`config.mk`:
```
export PLATFORM = sky130hd
export DESIGN_NAME = pgf_gen
export DESIGN_NICKNAME = d
export VERILOG_FILES = /design/src/inc/pgf_pkg.sv /design/src/core/pgf_fault_cell.sv /design/src/core/pgf_fault_timer.sv /design/src/core/pgf_gen.sv
export SDC_FILE = /design/constraint.sdc
export NUM_CORES = 1
export LEC_CHECK = 0
export BUFFER_PORTS_ARGS = -buffer_cell sky130_fd_sc_hd__buf_4
export CAP_MARGIN = 10
export CORE_MARGIN = 4
export CORE_UTILIZATION = 45
export DETAILED_ROUTE_END_ITERATION = 6
export GPL_ROUTABILITY_DRIVEN = 0
export PLACE_DENSITY = 0.72
export SETUP_SLACK_MARGIN = 0.05
export SLEW_MARGIN = 25
export SYNTH_ARGS = -nofsm -noshare
export SYNTH_HDL_FRONTEND = slang
export SYNTH_SLANG_ARGS = --single-unit
```
`constraint.sdc`:
```
create_clock -name clk_sys -period 4.8 [get_ports clk_sys]
set_input_delay 0.72 -clock clk_sys [delete_from_list [all_inputs] [get_ports clk_sys]]
set_output_delay 0.72 -clock clk_sys [all_outputs]
set_load 0.01 [all_outputs]
```
`src/inc/pgf_pkg.sv`:
```
// shared constants and types of the pwm generator
package pgf_pkg;
    localparam int PGF_N_EXT = 4;
    localparam int PGF_N_CMP = 8;
    localparam int PGF_CNT_W = 16;
    localparam int PGF_MFP_W = 16;
    localparam logic PGF_GROUP_EXT = 1'b0;
    localparam logic PGF_GROUP_CMP = 1'b1;
    localparam logic PGF_RST_EN = 1'b0;
    localparam logic PGF_RST_UP_DOWN = 1'b0;
    localparam logic PGF_RST_SYNC_UPD = 1'b0;
    localparam logic PGF_RST_DBG_PAUSE = 1'b0;
    localparam logic PGF_RST_LATCH_OFF = 1'b1;
    localparam logic PGF_RST_MIN_PER_ON = 1'b0;
    localparam logic PGF_RST_EXT_SEL = 1'b0;
    localparam logic PGF_RST_DIR_UP = 1'b1;
    typedef enum logic [1:0] {
        PGF_SYNC_NONE = 2'b00,
        PGF_SYNC_LOCAL = 2'b01,
        PGF_SYNC_GLOBAL = 2'b10
    } pgf_sync_t;
endpackage : pgf_pkg

```
`src/core/pgf_fault_cell.sv`:
```
// one fault trigger: latched or live status with clear
`timescale 1ns/1ns
module pgf_fault_cell
    import pgf_pkg::*;
(
    input wire logic clk_sys,
    input wire logic rst_b,
    input wire logic trig,
    input wire logic latch_off,
    input wire logic clr,
    output logic status_q
);
    logic status_d;
    assign status_d = latch_off ? trig : (trig | (status_q & ~clr));
    always_ff @(posedge clk_sys or negedge rst_b) begin
        if (!rst_b) begin
            status_q <= 1'b0;
        end else begin
            status_q <= status_d;
        end
    end
endmodule : pgf_fault_cell

```
`src/core/pgf_fault_timer.sv`:
```
// minimum fault period stretcher
`timescale 1ns/1ns
module pgf_fault_timer
    import pgf_pkg::*;
#(
    parameter int MFP_W = PGF_MFP_W
) (
    input wire logic clk_sys,
    input wire logic rst_b,
    input wire logic fault_raw,
    input wire logic min_on,
    input wire logic [MFP_W-1:0] min_period,
    output logic fault_q
);
    logic raw_q;
    logic [MFP_W-1:0] cnt_q;
    logic [MFP_W-1:0] cnt_d;
    logic rise;
    logic stretch;
    assign rise = fault_raw & ~raw_q;
    assign cnt_d = (rise && min_period != '0) ? min_period - 1'b1 :
                   (cnt_q != '0) ? cnt_q - 1'b1 : cnt_q;
    assign stretch = min_on & (cnt_q != '0);
    always_ff @(posedge clk_sys or negedge rst_b) begin
        if (!rst_b) begin
            raw_q <= 1'b0;
            cnt_q <= '0;
            fault_q <= 1'b0;
        end else begin
            raw_q <= fault_raw;
            cnt_q <= cnt_d;
            fault_q <= fault_raw | stretch;
        end
    end
endmodule : pgf_fault_timer

```
`src/core/pgf_gen.sv`:
```
// pwm generator: counter, update sync, debug, fault handling
`timescale 1ns/1ns
module pgf_gen
    import pgf_pkg::*;
#(
    parameter int CNT_W = PGF_CNT_W,
    parameter int MFP_W = PGF_MFP_W
) (
    input wire logic clk_sys,
    input wire logic rst_b,
    input wire logic cfg_wr,
    input wire logic cfg_up_down,
    input wire logic cfg_sync_update,
    input wire logic cfg_debug_pause_at_zero,
    input wire logic [1:0] cfg_mode_sync,
    input wire logic [1:0] cfg_deadtime_sync,
    input wire logic cfg_fault_latch_off,
    input wire logic cfg_fault_min_period_on,
    input wire logic cfg_extended_fault_select,
    input wire logic gen_enable,
    input wire logic gen_disable,
    input wire logic global_sync_req,
    input wire logic dbg_halt,
    input wire logic param_wr,
    input wire logic [CNT_W-1:0] param_load,
    input wire logic [CNT_W-1:0] param_cmp_a,
    input wire logic [CNT_W-1:0] param_cmp_b,
    input wire logic deadtime_wr,
    input wire logic [CNT_W-1:0] deadtime_rise,
    input wire logic [CNT_W-1:0] deadtime_fall,
    input wire logic [PGF_N_EXT-1:0] fault_pin,
    input wire logic [PGF_N_EXT-1:0] fault_active_high,
    input wire logic [PGF_N_CMP-1:0] comparator_trig,
    input wire logic [PGF_N_EXT-1:0] fault_sel_ext,
    input wire logic [PGF_N_CMP-1:0] fault_sel_cmp,
    input wire logic [MFP_W-1:0] min_fault_period,
    input wire logic fault_clear,
    input wire logic fault_clear_group,
    input wire logic [PGF_N_CMP-1:0] fault_clear_mask,
    output logic [CNT_W-1:0] count_q,
    output logic out_a_q,
    output logic out_b_q,
    output logic gen_running,
    output logic up_down_q,
    output logic [CNT_W-1:0] load_act_q,
    output logic [CNT_W-1:0] cmp_a_act_q,
    output logic [CNT_W-1:0] cmp_b_act_q,
    output logic [CNT_W-1:0] dt_rise_q,
    output logic [CNT_W-1:0] dt_fall_q,
    output logic fault_active,
    output logic [PGF_N_EXT-1:0] fault_status_ext,
    output logic [PGF_N_CMP-1:0] fault_status_cmp
);
    logic en_q;
    logic sync_upd_q;
    logic dbg_pause_q;
    logic latch_off_q;
    logic min_on_q;
    logic ext_sel_q;
    logic dir_up_q;
    logic glob_q;
    pgf_sync_t mode_pol_q;
    pgf_sync_t dt_pol_q;
    logic mode_pend_q;
    logic mode_new_q;
    logic par_pend_q;
    logic [CNT_W-1:0] load_new_q;
    logic [CNT_W-1:0] cmpa_new_q;
    logic [CNT_W-1:0] cmpb_new_q;
    logic dt_pend_q;
    logic [CNT_W-1:0] dt_rise_new_q;
    logic [CNT_W-1:0] dt_fall_new_q;
    logic [CNT_W-1:0] count_d;
    logic dir_up_d;
    logic hold;
    logic run;
    logic zero;
    logic apply_par;
    logic apply_mode;
    logic apply_dt;
    logic [CNT_W-1:0] load_eff;
    logic ud_eff;
    logic en_d;
    logic glob_d;
    logic [PGF_N_EXT-1:0] ext_sensed;
    logic [PGF_N_EXT-1:0] clr_ext;
    logic [PGF_N_CMP-1:0] clr_cmp;
    logic fault_raw;

    assign hold = dbg_halt & dbg_pause_q & (count_q == '0);
    assign run = en_q & ~hold;
    assign gen_running = en_q;
    assign zero = run & (count_q == '0);
    assign apply_par = par_pend_q & zero & (~sync_upd_q | glob_q);
    assign apply_mode = mode_pend_q & zero & ((mode_pol_q == PGF_SYNC_LOCAL) | glob_q);
    assign apply_dt = dt_pend_q & zero & ((dt_pol_q == PGF_SYNC_LOCAL) | glob_q);
    assign load_eff = apply_par ? load_new_q : load_act_q;
    assign ud_eff = apply_mode ? mode_new_q : up_down_q;
    assign en_d = cfg_wr ? 1'b0 : gen_enable ? 1'b1 : gen_disable ? 1'b0 : en_q;
    // global command kept until zero, set wins
    assign glob_d = global_sync_req | (glob_q & ~zero);

    // counter next value
    always_comb begin
        count_d = count_q;
        dir_up_d = dir_up_q;
        if (zero) begin
            if (!ud_eff) begin
                count_d = load_eff;
            end else begin
                dir_up_d = 1'b1;
                count_d = (load_eff != '0) ? CNT_W'(1) : '0;
            end
        end else if (run) begin
            if (up_down_q && dir_up_q) begin
                if (count_q >= load_act_q) begin
                    dir_up_d = 1'b0;
                    count_d = count_q - 1'b1;
                end else begin
                    count_d = count_q + 1'b1;
                end
            end else begin
                count_d = count_q - 1'b1;
            end
        end
    end

    always_ff @(posedge clk_sys or negedge rst_b) begin
        if (!rst_b) begin
            count_q <= '0;
            dir_up_q <= PGF_RST_DIR_UP;
            en_q <= PGF_RST_EN;
            glob_q <= 1'b0;
        end else begin
            count_q <= count_d;
            dir_up_q <= dir_up_d;
            en_q <= en_d;
            glob_q <= glob_d;
        end
    end

    // configuration flags
    always_ff @(posedge clk_sys or negedge rst_b) begin
        if (!rst_b) begin
            sync_upd_q <= PGF_RST_SYNC_UPD;
            dbg_pause_q <= PGF_RST_DBG_PAUSE;
            latch_off_q <= PGF_RST_LATCH_OFF;
            min_on_q <= PGF_RST_MIN_PER_ON;
            ext_sel_q <= PGF_RST_EXT_SEL;
            mode_pol_q <= PGF_SYNC_NONE;
            dt_pol_q <= PGF_SYNC_NONE;
        end else if (cfg_wr) begin
            sync_upd_q <= cfg_sync_update;
            dbg_pause_q <= cfg_debug_pause_at_zero;
            latch_off_q <= cfg_fault_latch_off;
            min_on_q <= cfg_fault_min_period_on;
            ext_sel_q <= cfg_extended_fault_select;
            mode_pol_q <= pgf_sync_t'(cfg_mode_sync);
            dt_pol_q <= pgf_sync_t'(cfg_deadtime_sync);
        end
    end

    always_ff @(posedge clk_sys or negedge rst_b) begin
        if (!rst_b) begin
            up_down_q <= PGF_RST_UP_DOWN;
            mode_new_q <= PGF_RST_UP_DOWN;
            mode_pend_q <= 1'b0;
        end else if (cfg_wr && pgf_sync_t'(cfg_mode_sync) == PGF_SYNC_NONE) begin
            up_down_q <= cfg_up_down;
            mode_pend_q <= 1'b0;
        end else if (cfg_wr) begin
            mode_new_q <= cfg_up_down;
            mode_pend_q <= 1'b1;
        end else if (apply_mode) begin
            up_down_q <= mode_new_q;
            mode_pend_q <= 1'b0;
        end
    end

    // period and compares move at zero
    always_ff @(posedge clk_sys or negedge rst_b) begin
        if (!rst_b) begin
            par_pend_q <= 1'b0;
            load_new_q <= '0;
            cmpa_new_q <= '0;
            cmpb_new_q <= '0;
            load_act_q <= '0;
            cmp_a_act_q <= '0;
            cmp_b_act_q <= '0;
        end else begin
            if (param_wr) begin
                load_new_q <= param_load;
                cmpa_new_q <= param_cmp_a;
                cmpb_new_q <= param_cmp_b;
            end
            par_pend_q <= param_wr | (par_pend_q & ~apply_par);
            if (apply_par) begin
                load_act_q <= load_new_q;
                cmp_a_act_q <= cmpa_new_q;
                cmp_b_act_q <= cmpb_new_q;
            end
        end
    end

    always_ff @(posedge clk_sys or negedge rst_b) begin
        if (!rst_b) begin
            dt_pend_q <= 1'b0;
            dt_rise_new_q <= '0;
            dt_fall_new_q <= '0;
            dt_rise_q <= '0;
            dt_fall_q <= '0;
        end else if (deadtime_wr && dt_pol_q == PGF_SYNC_NONE) begin
            dt_rise_q <= deadtime_rise;
            dt_fall_q <= deadtime_fall;
            dt_pend_q <= 1'b0;
        end else if (deadtime_wr) begin
            dt_rise_new_q <= deadtime_rise;
            dt_fall_new_q <= deadtime_fall;
            dt_pend_q <= 1'b1;
        end else if (apply_dt) begin
            dt_rise_q <= dt_rise_new_q;
            dt_fall_q <= dt_fall_new_q;
            dt_pend_q <= 1'b0;
        end
    end

    // outputs: left aligned in down mode, centred in up/down
    always_ff @(posedge clk_sys or negedge rst_b) begin
        if (!rst_b) begin
            out_a_q <= 1'b0;
            out_b_q <= 1'b0;
        end else begin
            out_a_q <= ~fault_active & (up_down_q ? (count_d < cmp_a_act_q) : (count_d >= cmp_a_act_q));
            out_b_q <= ~fault_active & (up_down_q ? (count_d < cmp_b_act_q) : (count_d >= cmp_b_act_q));
        end
    end

    assign ext_sensed = ~(fault_pin ^ fault_active_high);
    assign clr_ext = (fault_clear && fault_clear_group == PGF_GROUP_EXT) ? fault_clear_mask[PGF_N_EXT-1:0] : '0;
    assign clr_cmp = (fault_clear && fault_clear_group == PGF_GROUP_CMP) ? fault_clear_mask : '0;

    genvar gi;
    generate
        for (gi = 0; gi < PGF_N_EXT; gi++) begin : g_ext
            pgf_fault_cell u_cell (
                .clk_sys(clk_sys),
                .rst_b(rst_b),
                .trig(ext_sensed[gi]),
                .latch_off(latch_off_q),
                .clr(clr_ext[gi]),
                .status_q(fault_status_ext[gi])
            );
        end
        for (gi = 0; gi < PGF_N_CMP; gi++) begin : g_cmp
            pgf_fault_cell u_cell (
                .clk_sys(clk_sys),
                .rst_b(rst_b),
                .trig(comparator_trig[gi]),
                .latch_off(latch_off_q),
                .clr(clr_cmp[gi]),
                .status_q(fault_status_cmp[gi])
            );
        end
    endgenerate

    assign fault_raw = ext_sel_q ? (|(fault_sel_ext & fault_status_ext) | |(fault_sel_cmp & fault_status_cmp))
                                 : fault_status_ext[0];

    pgf_fault_timer #(
        .MFP_W(MFP_W)
    ) u_timer (
        .clk_sys(clk_sys),
        .rst_b(rst_b),
        .fault_raw(fault_raw),
        .min_on(min_on_q),
        .min_period(min_fault_period),
        .fault_q(fault_active)
    );

    // checks
    AST_CFG_DISABLES: assert property (@(posedge clk_sys) disable iff (!rst_b)
        cfg_wr |=> !gen_running)
        else $error("config write left generator enabled");
    AST_DOWN_RELOAD: assert property (@(posedge clk_sys) disable iff (!rst_b)
        zero && !ud_eff |=> count_q == load_act_q)
        else $error("down counter did not reload at zero");
    AST_DOWN_DEC: assert property (@(posedge clk_sys) disable iff (!rst_b)
        run && !up_down_q && count_q != '0 |=> count_q == $past(count_q) - 1'b1)
        else $error("down counter did not decrement");
    AST_UD_TURN: assert property (@(posedge clk_sys) disable iff (!rst_b)
        run && up_down_q && dir_up_q && count_q != '0 && count_q >= load_act_q |=> !dir_up_q)
        else $error("up/down counter did not turn at load");
    AST_SYNC_WAIT: assert property (@(posedge clk_sys) disable iff (!rst_b)
        par_pend_q && sync_upd_q && !glob_q |=> $stable(load_act_q))
        else $error("sync update applied without sync event");
    AST_APPLY_ZERO: assert property (@(posedge clk_sys) disable iff (!rst_b)
        $changed(load_act_q) |-> $past(zero))
        else $error("period changed away from zero");
    AST_NOSYNC_APPLY: assert property (@(posedge clk_sys) disable iff (!rst_b)
        zero && par_pend_q && !sync_upd_q |=> load_act_q == $past(load_new_q))
        else $error("non-sync update not applied at zero");
    AST_DBG_HOLD: assert property (@(posedge clk_sys) disable iff (!rst_b)
        dbg_halt && dbg_pause_q && count_q == '0 |=> count_q == '0)
        else $error("counter not held at zero in debug pause");
    AST_DBG_RUN: assert property (@(posedge clk_sys) disable iff (!rst_b)
        en_q && dbg_halt && !dbg_pause_q && count_q != '0 |=> count_q != $past(count_q))
        else $error("counter stopped in debug run");
    AST_DISABLED_STILL: assert property (@(posedge clk_sys) disable iff (!rst_b)
        !en_q |=> $stable(count_q))
        else $error("disabled counter moved");
    AST_LEGACY_SRC: assert property (@(posedge clk_sys) disable iff (!rst_b)
        !ext_sel_q && fault_status_ext[0] |=> fault_active)
        else $error("first fault input not signalled");
    AST_MIN_PERIOD: assert property (@(posedge clk_sys) disable iff (!rst_b)
        min_on_q && $rose(fault_active) && min_fault_period >= MFP_W'(3) |-> fault_active[*3])
        else $error("fault shorter than minimum period");
    AST_CLEAR: assert property (@(posedge clk_sys) disable iff (!rst_b)
        !latch_off_q && clr_ext[0] && !ext_sensed[0] |=> !fault_status_ext[0])
        else $error("latched trigger not cleared");
    COV_UD_TURN: cover property (@(posedge clk_sys) disable iff (!rst_b)
        up_down_q && dir_up_q ##1 !dir_up_q);
    COV_GLOBAL_APPLY: cover property (@(posedge clk_sys) disable iff (!rst_b)
        apply_par && sync_upd_q);
    COV_STRETCH: cover property (@(posedge clk_sys) disable iff (!rst_b)
        fault_active && !fault_raw && min_on_q);
    COV_LATCH_CLEAR: cover property (@(posedge clk_sys) disable iff (!rst_b)
        fault_status_cmp[0] && clr_cmp[0] ##1 !fault_status_cmp[0]);
endmodule : pgf_gen

```
==> results.toml, run 1 <==
[status]
status = "complete, no violations"

[detailed_routing]
drt_pass1_iterations = 5
ant_nets = 0
drt_iter0_drc = 753
drcViolationCount = 0
wl_per_cell_microns = 19.4
vias = 9522
drt-total-wl_microns = 33200
viasPerCell = 5.58

[setup_path]
reg2reg_depth = 15
end_kind = "flop"
cp.arrival_ps = 4980
crit_path_max_fanout = 10
regToRegSetupSlack_ps = 230
start_kind = "flop"
path_class = "flop to flop"
r2r_start = "count_q[11]"
rr_endpoint = "out_b_q"
required_ps = 5210
startpoint = "count_q[11]"

[layout]
fin_cells = 1707
drive_above_1_share_pct = 33.2
fin_util_pct = 58.7
design_area_sq_mm = 0.0148
finalNetCount = 1560
area_growth_pct = 27.9
final_common_cell = "buf_4"
layout_common_cells = "buf_4, dfrtp_1, mux2_2"
fillers = 2184

[logic_synthesis]
synth_top_cell_area_share_pct = 48.3
synth_area_sq_mm = 0.0115
synth_cell_types = 69
async_flop_share_pct = 100
synth_ff_type = "dfrtp_1"
syn_inst = 1100
avgSynthCellArea_sq_um = 10.5
ys_ff_latch = 225
synthTopCellsByArea = "dfrtp_1, mux2_2, ha_1, mux2i_1, o21ai_0"
yosys_warnings = 0
synth-seq-area-share_pct = 48.8
synth-edff-count = 0
synth_nets = 1305
synth.largest_area_cell = "dfrtp_1"

[floorplan]
io-pin-count = 266
fp.dieH_microns = 168
fp-row-count = 58
die_w_microns = 168
initial_core_util_pct = 45.9
die-area_sq_mm = 0.0283
core_sq_mm = 0.0252

[power]
p_leak_nw = 6.89
total_power_mw = 5.63
power_density_mw_per_mm2 = 381
irDropWorstVdd_mv = 0.294

[cts]
cts_buffers = 27
clk_path_buf_depth = 3
insertion_delay_ps = 540
clkTransAtPathRegs_ps = 60
cts_root_buffer = "clkbuf_16"
clock-sinks = 225
cts_htree_levels = 1
cts_hold_buf = 0
cts_resized = 0
cts_tree = "built"
cts_setup_buffers = 0

[place]
io_buffers = 265
postPlaceCellArea_sq_mm = 0.0138
dpl_worst_slack_ps = 368
dp_cells = 1656
place_hpwl_microns = 24600

[timing]
timing.slew.headroom_pct = 40.0
finalSetupViolCount = 0
rsz0062_at_grt = "no"
timing.hold.ws_ps = 225
slew_violations = 0
period_share_pct = 95.2
finalHoldViolations = 0
skew_ps = 15.2
worstMarginPinSlew_ps = 899
max_freq_ghz = 0.219
period_needed_ps = 4570
fin_tns_setup_ps = 0
setup_ws_ps = 232

[grt]
grt_pass1_vias = 9587
grt_max_degree = 119
antenna_found_initial = 2
gr-usage-all-layers_pct = 22.9
grt_pass1_wl_microns = 52300
grt-ovfl-total = 0

[run]
drv_cap = 0

[min_path]
hold_class = "primary input to asynchronous set/reset pin"
[where the power goes]
group,internal [mW],total [mW],switching (mW)
Sequential,2.17,2.39,0.224
Combinational,0.586,1.14,0.551
Clock,1.27,2.10,0.828
Total,4.03,5.63,1.60
[synthesized netlist by cell type (all sizes together), types with 3 or more instances]
cell,instances
nand4,13
nor3,28
and4,3
nor2,74
o21ai,71
or4,10
o221ai,3
o211a,5
a31o,12
xor2,13
mux2,96
ha,52
and3,6
o211ai,7
clkbuf,26
nand3b,3
a31oi,7
a211o,4
mux2i,52
o21a,8
dfrtp,223
a21o,12
and2,8
nor2b,8
or3,7
nand2,91
buf,34
nand2b,4
a22o,3
a21oi,53
nand3,24
xnor2,14
inv,71
a221oi,3
nor3b,3
a21boi,4
nor4,14
o41ai,4
[per-layer routing]
metal	vias up	wire length (microns)	track usage, %
li1	4438	-	-
met1	4581	13800	31.1
met2	424	15500	36.6
met3	77	2880	5.54
met4	2	999	7.20
met5	-	13	0
[cells by family (layout without fill, tap and decap cells)]
kind of cell / count (synthesis) / count (layout) / share of synthesized area, %
xor gates and xnor gates: 27 / 27 / 2.05
buffers and inverters: 131 / 407 / 4.98
other: 0 / 1 / 0
adders and majority gates: 52 / 52 / 5.63
AOI/OAI and AO/OA: 216 / 216 / 11.9
and+or+nand+nor: 301 / 301 / 12.7
muxes: 148 / 148 / 13.9
DFF: 225 / 225 / 48.8
[final cells by class]
type	instances	area (sq um)	share of cell area (%)
diodes	1	2.50	0.0169
clock buffers	33	748	5.07
clock inverters	17	178	1.20
inverters	71	267	1.80
multi-input cells	744	5360	36.3
flip-flops and latches	225	5630	38.1
well taps	330	413	2.80
repair buffers	286	2170	14.7
[how the worst max path moves through the flow]
stage                     endpoint  slack (ps)  cells past startpoint
after floorplan            out_b_q         740                     15
after global placement     out_b_q         460                     14
after detailed placement   out_b_q         370                     15
after CTS                  out_b_q         360                     15
after global routing       out_b_q         110                     15
final                      out_b_q         230                     15
[critical path: stages (launching register included)]
cell	delay, ps
dfrtp_1	480
ha_1	350
a21o_1	190
a22o_1	230
o41ai_1	430
o21a_1	440
a32oi_1	180
xor2_1	170
a221oi_1	510
ha_1	360
a21o_1	160
a21oi_1	150
o221ai_1	170
or3_1	390
mux2i_1	150
nor3_1	70
Power figures use the tool's default switching activity.
==> inputs of run 2 (changes only) <==
==> constraint.sdc (replaced) <==
create_clock -name clk_sys -period 4.8 [get_ports clk_sys]
set_input_delay 0 -clock clk_sys [delete_from_list [all_inputs] [get_ports clk_sys]]
set_output_delay 0 -clock clk_sys [all_outputs]
set_load 0.01 [all_outputs]
==> run 2 against run 1 <==
  * Non-clock buffer count grew 157
  * Highest routed layer unchanged
  * Clock skew shrank 4.5 ps
  * Wire length grew 7.5%
  * Total power grew 1.2%
  * First-iteration DRC count shrank 6.5%
  * Sequential power is essentially flat
  * Combinational power grew 13%
  * Hold slack lost 120 ps
  * Maximum frequency grew 1.7%
  * Count of clock-buffer cells in the layout grew 5
  * Clock power shrank 4%
==> results.toml, run 2 (synthesis results as in run 1) <==
[status]
status = "complete, no violations"

[detailed_routing]
drt-total-wl_microns = 35700
drcViolationCount = 0
viasPerCell = 5.50
ant_nets = 0
drt_pass1_iterations = 5
wl_per_cell_microns = 19.1
drt_iter0_drc = 704
vias = 10247

[cts]
insertion_delay_ps = 530
cts_buffers = 26
clk_path_buf_depth = 3
cts_root_buffer = "clkbuf_16"
clkTransAtPathRegs_ps = 60
cts_setup_buffers = 0
cts_tree = "built"
cts_htree_levels = 1
clock-sinks = 225

[grt]
grt-ovfl-total = 0
top_usage_layer = "met2"
grt_max_degree = 117
grt_use_met2_pct = 42.0
antenna_found_initial = 3
grt_pass1_vias = 10669
grt_pass1_wl_microns = 56700
met1_usage_pct = 31.5
gr-usage-all-layers_pct = 24.8
met3_usage_pct = 5.07

[setup_path]
crit_path_max_fanout = 12
end_kind = "flop"
cp.arrival_ps = 4900
start_kind = "flop"
required_ps = 5210
path_class = "flop to flop"

[place]
io_buffers = 265
dp_cells = 1654
place_hpwl_microns = 24700

[timing]
skew_ps = 10.7
rsz0062_at_grt = "no"
period_needed_ps = 4490
timing.hold.ws_ps = 106
fin_tns_setup_ps = 0
worstMarginPinSlew_ps = 941
finalHoldViolations = 0
finalSetupViolCount = 0
timing.slew.headroom_pct = 37.3
max_freq_ghz = 0.223
period_share_pct = 93.5
slew_violations = 0

[layout]
fillers = 1902
finalNetCount = 1716
final_common_cell = "buf_4"
layout_common_cells = "buf_4, dfrtp_1, dlygate4sd3_1"
drive_above_1_share_pct = 29.4
area_growth_pct = 41.3
fin_cells = 1863

[floorplan]
die_w_microns = 168
io-pin-count = 266
fp-row-count = 58
initial_core_util_pct = 45.9
die-area_sq_mm = 0.0283
core_sq_mm = 0.0252
fp.dieH_microns = 168

[power]
total_power_mw = 5.69
power_density_mw_per_mm2 = 349
p_leak_nw = 7.49
irDropWorstVdd_mv = 0.269

[run]
drv_cap = 0

[min_path]
hold_class = "primary input to flop"
-- run 2: layer usage --
layer | wire length, microns | up-vias
li1 | - | 4737
met1 | 14300 | 5021
met2 | 17400 | 399
met3 | 2500 | 88
met4 | 1450 | 2
met5 | 7 | -
-- run 2: path summary, 6_finish.rpt --
kind	start	endpoint	slack, ps	cells after the start
hold / removal	param_wr	par_pend_q	110	2
setup reg to reg	count_q[11]	out_b_q	310	15
setup / recovery	count_q[11]	out_b_q	310	15
max in group asynchronous	rst_b	dt_pol_q[0]	3570	3
min in group asynchronous	rst_b	cmpa_new_q[8]	120	2
hold reg to reg	cmpa_new_q[0]	cmp_a_act_q[0]	470	2
-- run 2: what timing repair did --
action,CTS,global route
resized for setup,0,2
hold buffers,159,0
setup endpoints to repair,0,1
hold endpoints to repair,269,0
-- run 2: worst max-delay path, stage by stage (launching register included) --
cell,delay (ps)
dfrtp_1,480
ha_1,350
a21o_1,180
a22o_1,230
o41ai_1,450
o211a_1,480
mux2_2,390
a211o_1,280
a21oi_1,260
ha_1,290
nand4_1,80
or2_2,110
o221ai_1,170
or3_1,400
mux2i_1,150
nor3_1,70
-- run 2: where the power goes --
part | switching, mW | internal, mW
combinational | 0.607 | 0.684
clock | 0.801 | 1.21
sequential | 0.223 | 2.17
-- run 2: area by class of cell --
cell class / count / area [sq um] / share of cell area [%]
sequential: 225 / 5630 / 34.5
inverter: 71 / 267 / 1.63
multi-input combinational: 744 / 5370 / 32.9
clock buffer: 38 / 766 / 4.69
antenna: 3 / 7.51 / 0.0460
tap: 330 / 413 / 2.53
timing repair buffer: 443 / 3740 / 23.0
clock inverter: 9 / 114 / 0.698
-- run 2: per-stage QoR --
stage          util (%)  area [sq um]  setup slack, ps
2_1_floorplan         -         11500              738
3_3_place_gp       54.9         13800              488
3_5_place_dp       54.9         13800              310
4_1_cts            64.7         16300              311
5_1_grt            64.8         16300             83.3
6_report           64.8         16300              310
==> inputs of run 3 (changes only) <==
BUFFER_PORTS_ARGS = -buffer_cell sky130_fd_sc_hd__buf_2   (was -buffer_cell sky130_fd_sc_hd__buf_4)
CORE_UTILIZATION = 55   (was 45)
PLACE_DENSITY = 0.84   (was 0.72)
==> run 3 against run 2 <==
  * Final area down 5.1%
  * Count of clock-buffer cells in the layout down 6
  * Sequential cell count unchanged
  * Register-to-register slack worse by 70 ps
  * Worst setup slack worse by 73 ps
==> results.toml, run 3 (synthesis results as in run 1) <==
[status]
status = "complete, no violations"

[min_path]
hold_class = "primary input to flop"

[place]
postPlaceCellArea_sq_mm = 0.0131
dp_cells = 1593
place_hpwl_microns = 24100
dpl_worst_slack_ps = 244
io_buffers = 265

[detailed_routing]
ant_nets = 0
drt-total-wl_microns = 38200
viasPerCell = 6.02
drt_pass1_iterations = 6
drt_iter0_drc = 863
wl_per_cell_microns = 21.3
drcViolationCount = 0
vias = 10780

[grt]
grt_pass1_wl_microns = 60300
gr-usage-all-layers_pct = 31.9
grt_pass1_vias = 11426
grt-ovfl-total = 0
grt_max_degree = 118
antenna_found_initial = 2

[timing]
skew_ps = 19.3
slew_violations = 0
timing.hold.ws_ps = 55.6
period_needed_ps = 4560
finalHoldViolations = 0
max_freq_ghz = 0.219
setup_ws_ps = 237
timing.slew.headroom_pct = 31.0
period_share_pct = 95.1
finalSetupViolCount = 0
fin_tns_setup_ps = 0
rsz0062_at_grt = "no"
worstMarginPinSlew_ps = 1020

[setup_path]
crit_path_max_fanout = 18
required_ps = 5190
start_kind = "flop"
end_kind = "flop"
cp.arrival_ps = 4960
path_class = "flop to flop"

[cts]
cts_tree = "built"
insertion_delay_ps = 520
clkTransAtPathRegs_ps = 60
clock-sinks = 225
clk_path_buf_depth = 3
cts_buffers = 25
cts_root_buffer = "clkbuf_16"
cts_htree_levels = 1

[layout]
drive_above_1_share_pct = 29.8
fillers = 1273
area_growth_pct = 34.1
fin_util_pct = 75.8
design_area_sq_mm = 0.0155
fin_cells = 1790
final_common_cell = "buf_2"
layout_common_cells = "buf_2, dfrtp_1, dlygate4sd3_1"
finalNetCount = 1706

[floorplan]
core_sq_mm = 0.0204
fp.dieH_microns = 153
die-area_sq_mm = 0.0234
io-pin-count = 266
fp-row-count = 52
die_w_microns = 153
initial_core_util_pct = 56.5

[power]
total_power_mw = 5.65
irDropWorstVdd_mv = 0.345
power_density_mw_per_mm2 = 365
p_leak_nw = 7.19

[run]
drv_cap = 0
==> run 3: routing by layer <==
| layer | vias up | GRT usage [%] | part of all wire (%) |
|---|---|---|---|
| met5 | - | 0 | 0.034 |
| met4 | 2 | 17.2 | 6.5 |
| met1 | 5163 | 37.8 | 35 |
| met2 | 712 | 53.8 | 48 |
| met3 | 205 | 7.86 | 9.9 |
| li1 | 4698 | - | - |
==> run 3: report_power, final <==
| group | internal [mW] | switching (mW) |
|---|---|---|
| Clock | 1.21 | 0.806 |
| Combinational | 0.583 | 0.639 |
| Sequential | 2.17 | 0.242 |
==> run 3: repair_timing <==
action / in CTS / in global routing
hold buffers: 149 / 0
buffers inserted: 0 / 2
hold endpoints to repair: 260 / 0
resized for setup: 0 / 4
setup endpoints to repair: 0 / 2
==> run 3: worst paths after layout <==
| check | start | to | slack [ps] | depth (start not counted) |
|---|---|---|---|---|
| worst max-delay path | count_q[6] | out_b_q | 240 | 16 |
| worst min-delay path | deadtime_wr | dt_fall_new_q[8] | 60 | 3 |
| worst max register to register | count_q[6] | out_b_q | 240 | 16 |
| worst min register to register | par_pend_q | par_pend_q | 470 | 1 |
| max in group asynchronous | rst_b | load_act_q[9] | 3550 | 3 |
| min in group asynchronous | rst_b | cmpb_new_q[7] | 130 | 2 |
==> run 3: critical path, stage by stage, from the launching register on <==
cell	delay (ps)
dfrtp_1	510
nor4_1	630
and2_1	280
buf_4	170
nand4_1	100
mux2_2	440
o21ai_0	320
o21ai_0	170
nor3_2	220
ha_1	310
a21o_1	210
a21o_1	170
a21oi_1	130
o221ai_1	160
or3_1	390
mux2i_1	140
nor3_1	70
==> run 3: cell type report <==
type / instances / area, sq um / area share [%]
Clock buffer: 32 / 712 / 4.60
Multi-Input combinational cell: 744 / 5380 / 34.8
Tap cell: 270 / 338 / 2.18
Clock inverter: 12 / 154 / 0.994
Antenna cell: 2 / 5.00 / 0.0323
Timing Repair Buffer: 434 / 2990 / 19.3
Inverter: 71 / 267 / 1.72
Sequential cell: 225 / 5630 / 36.4
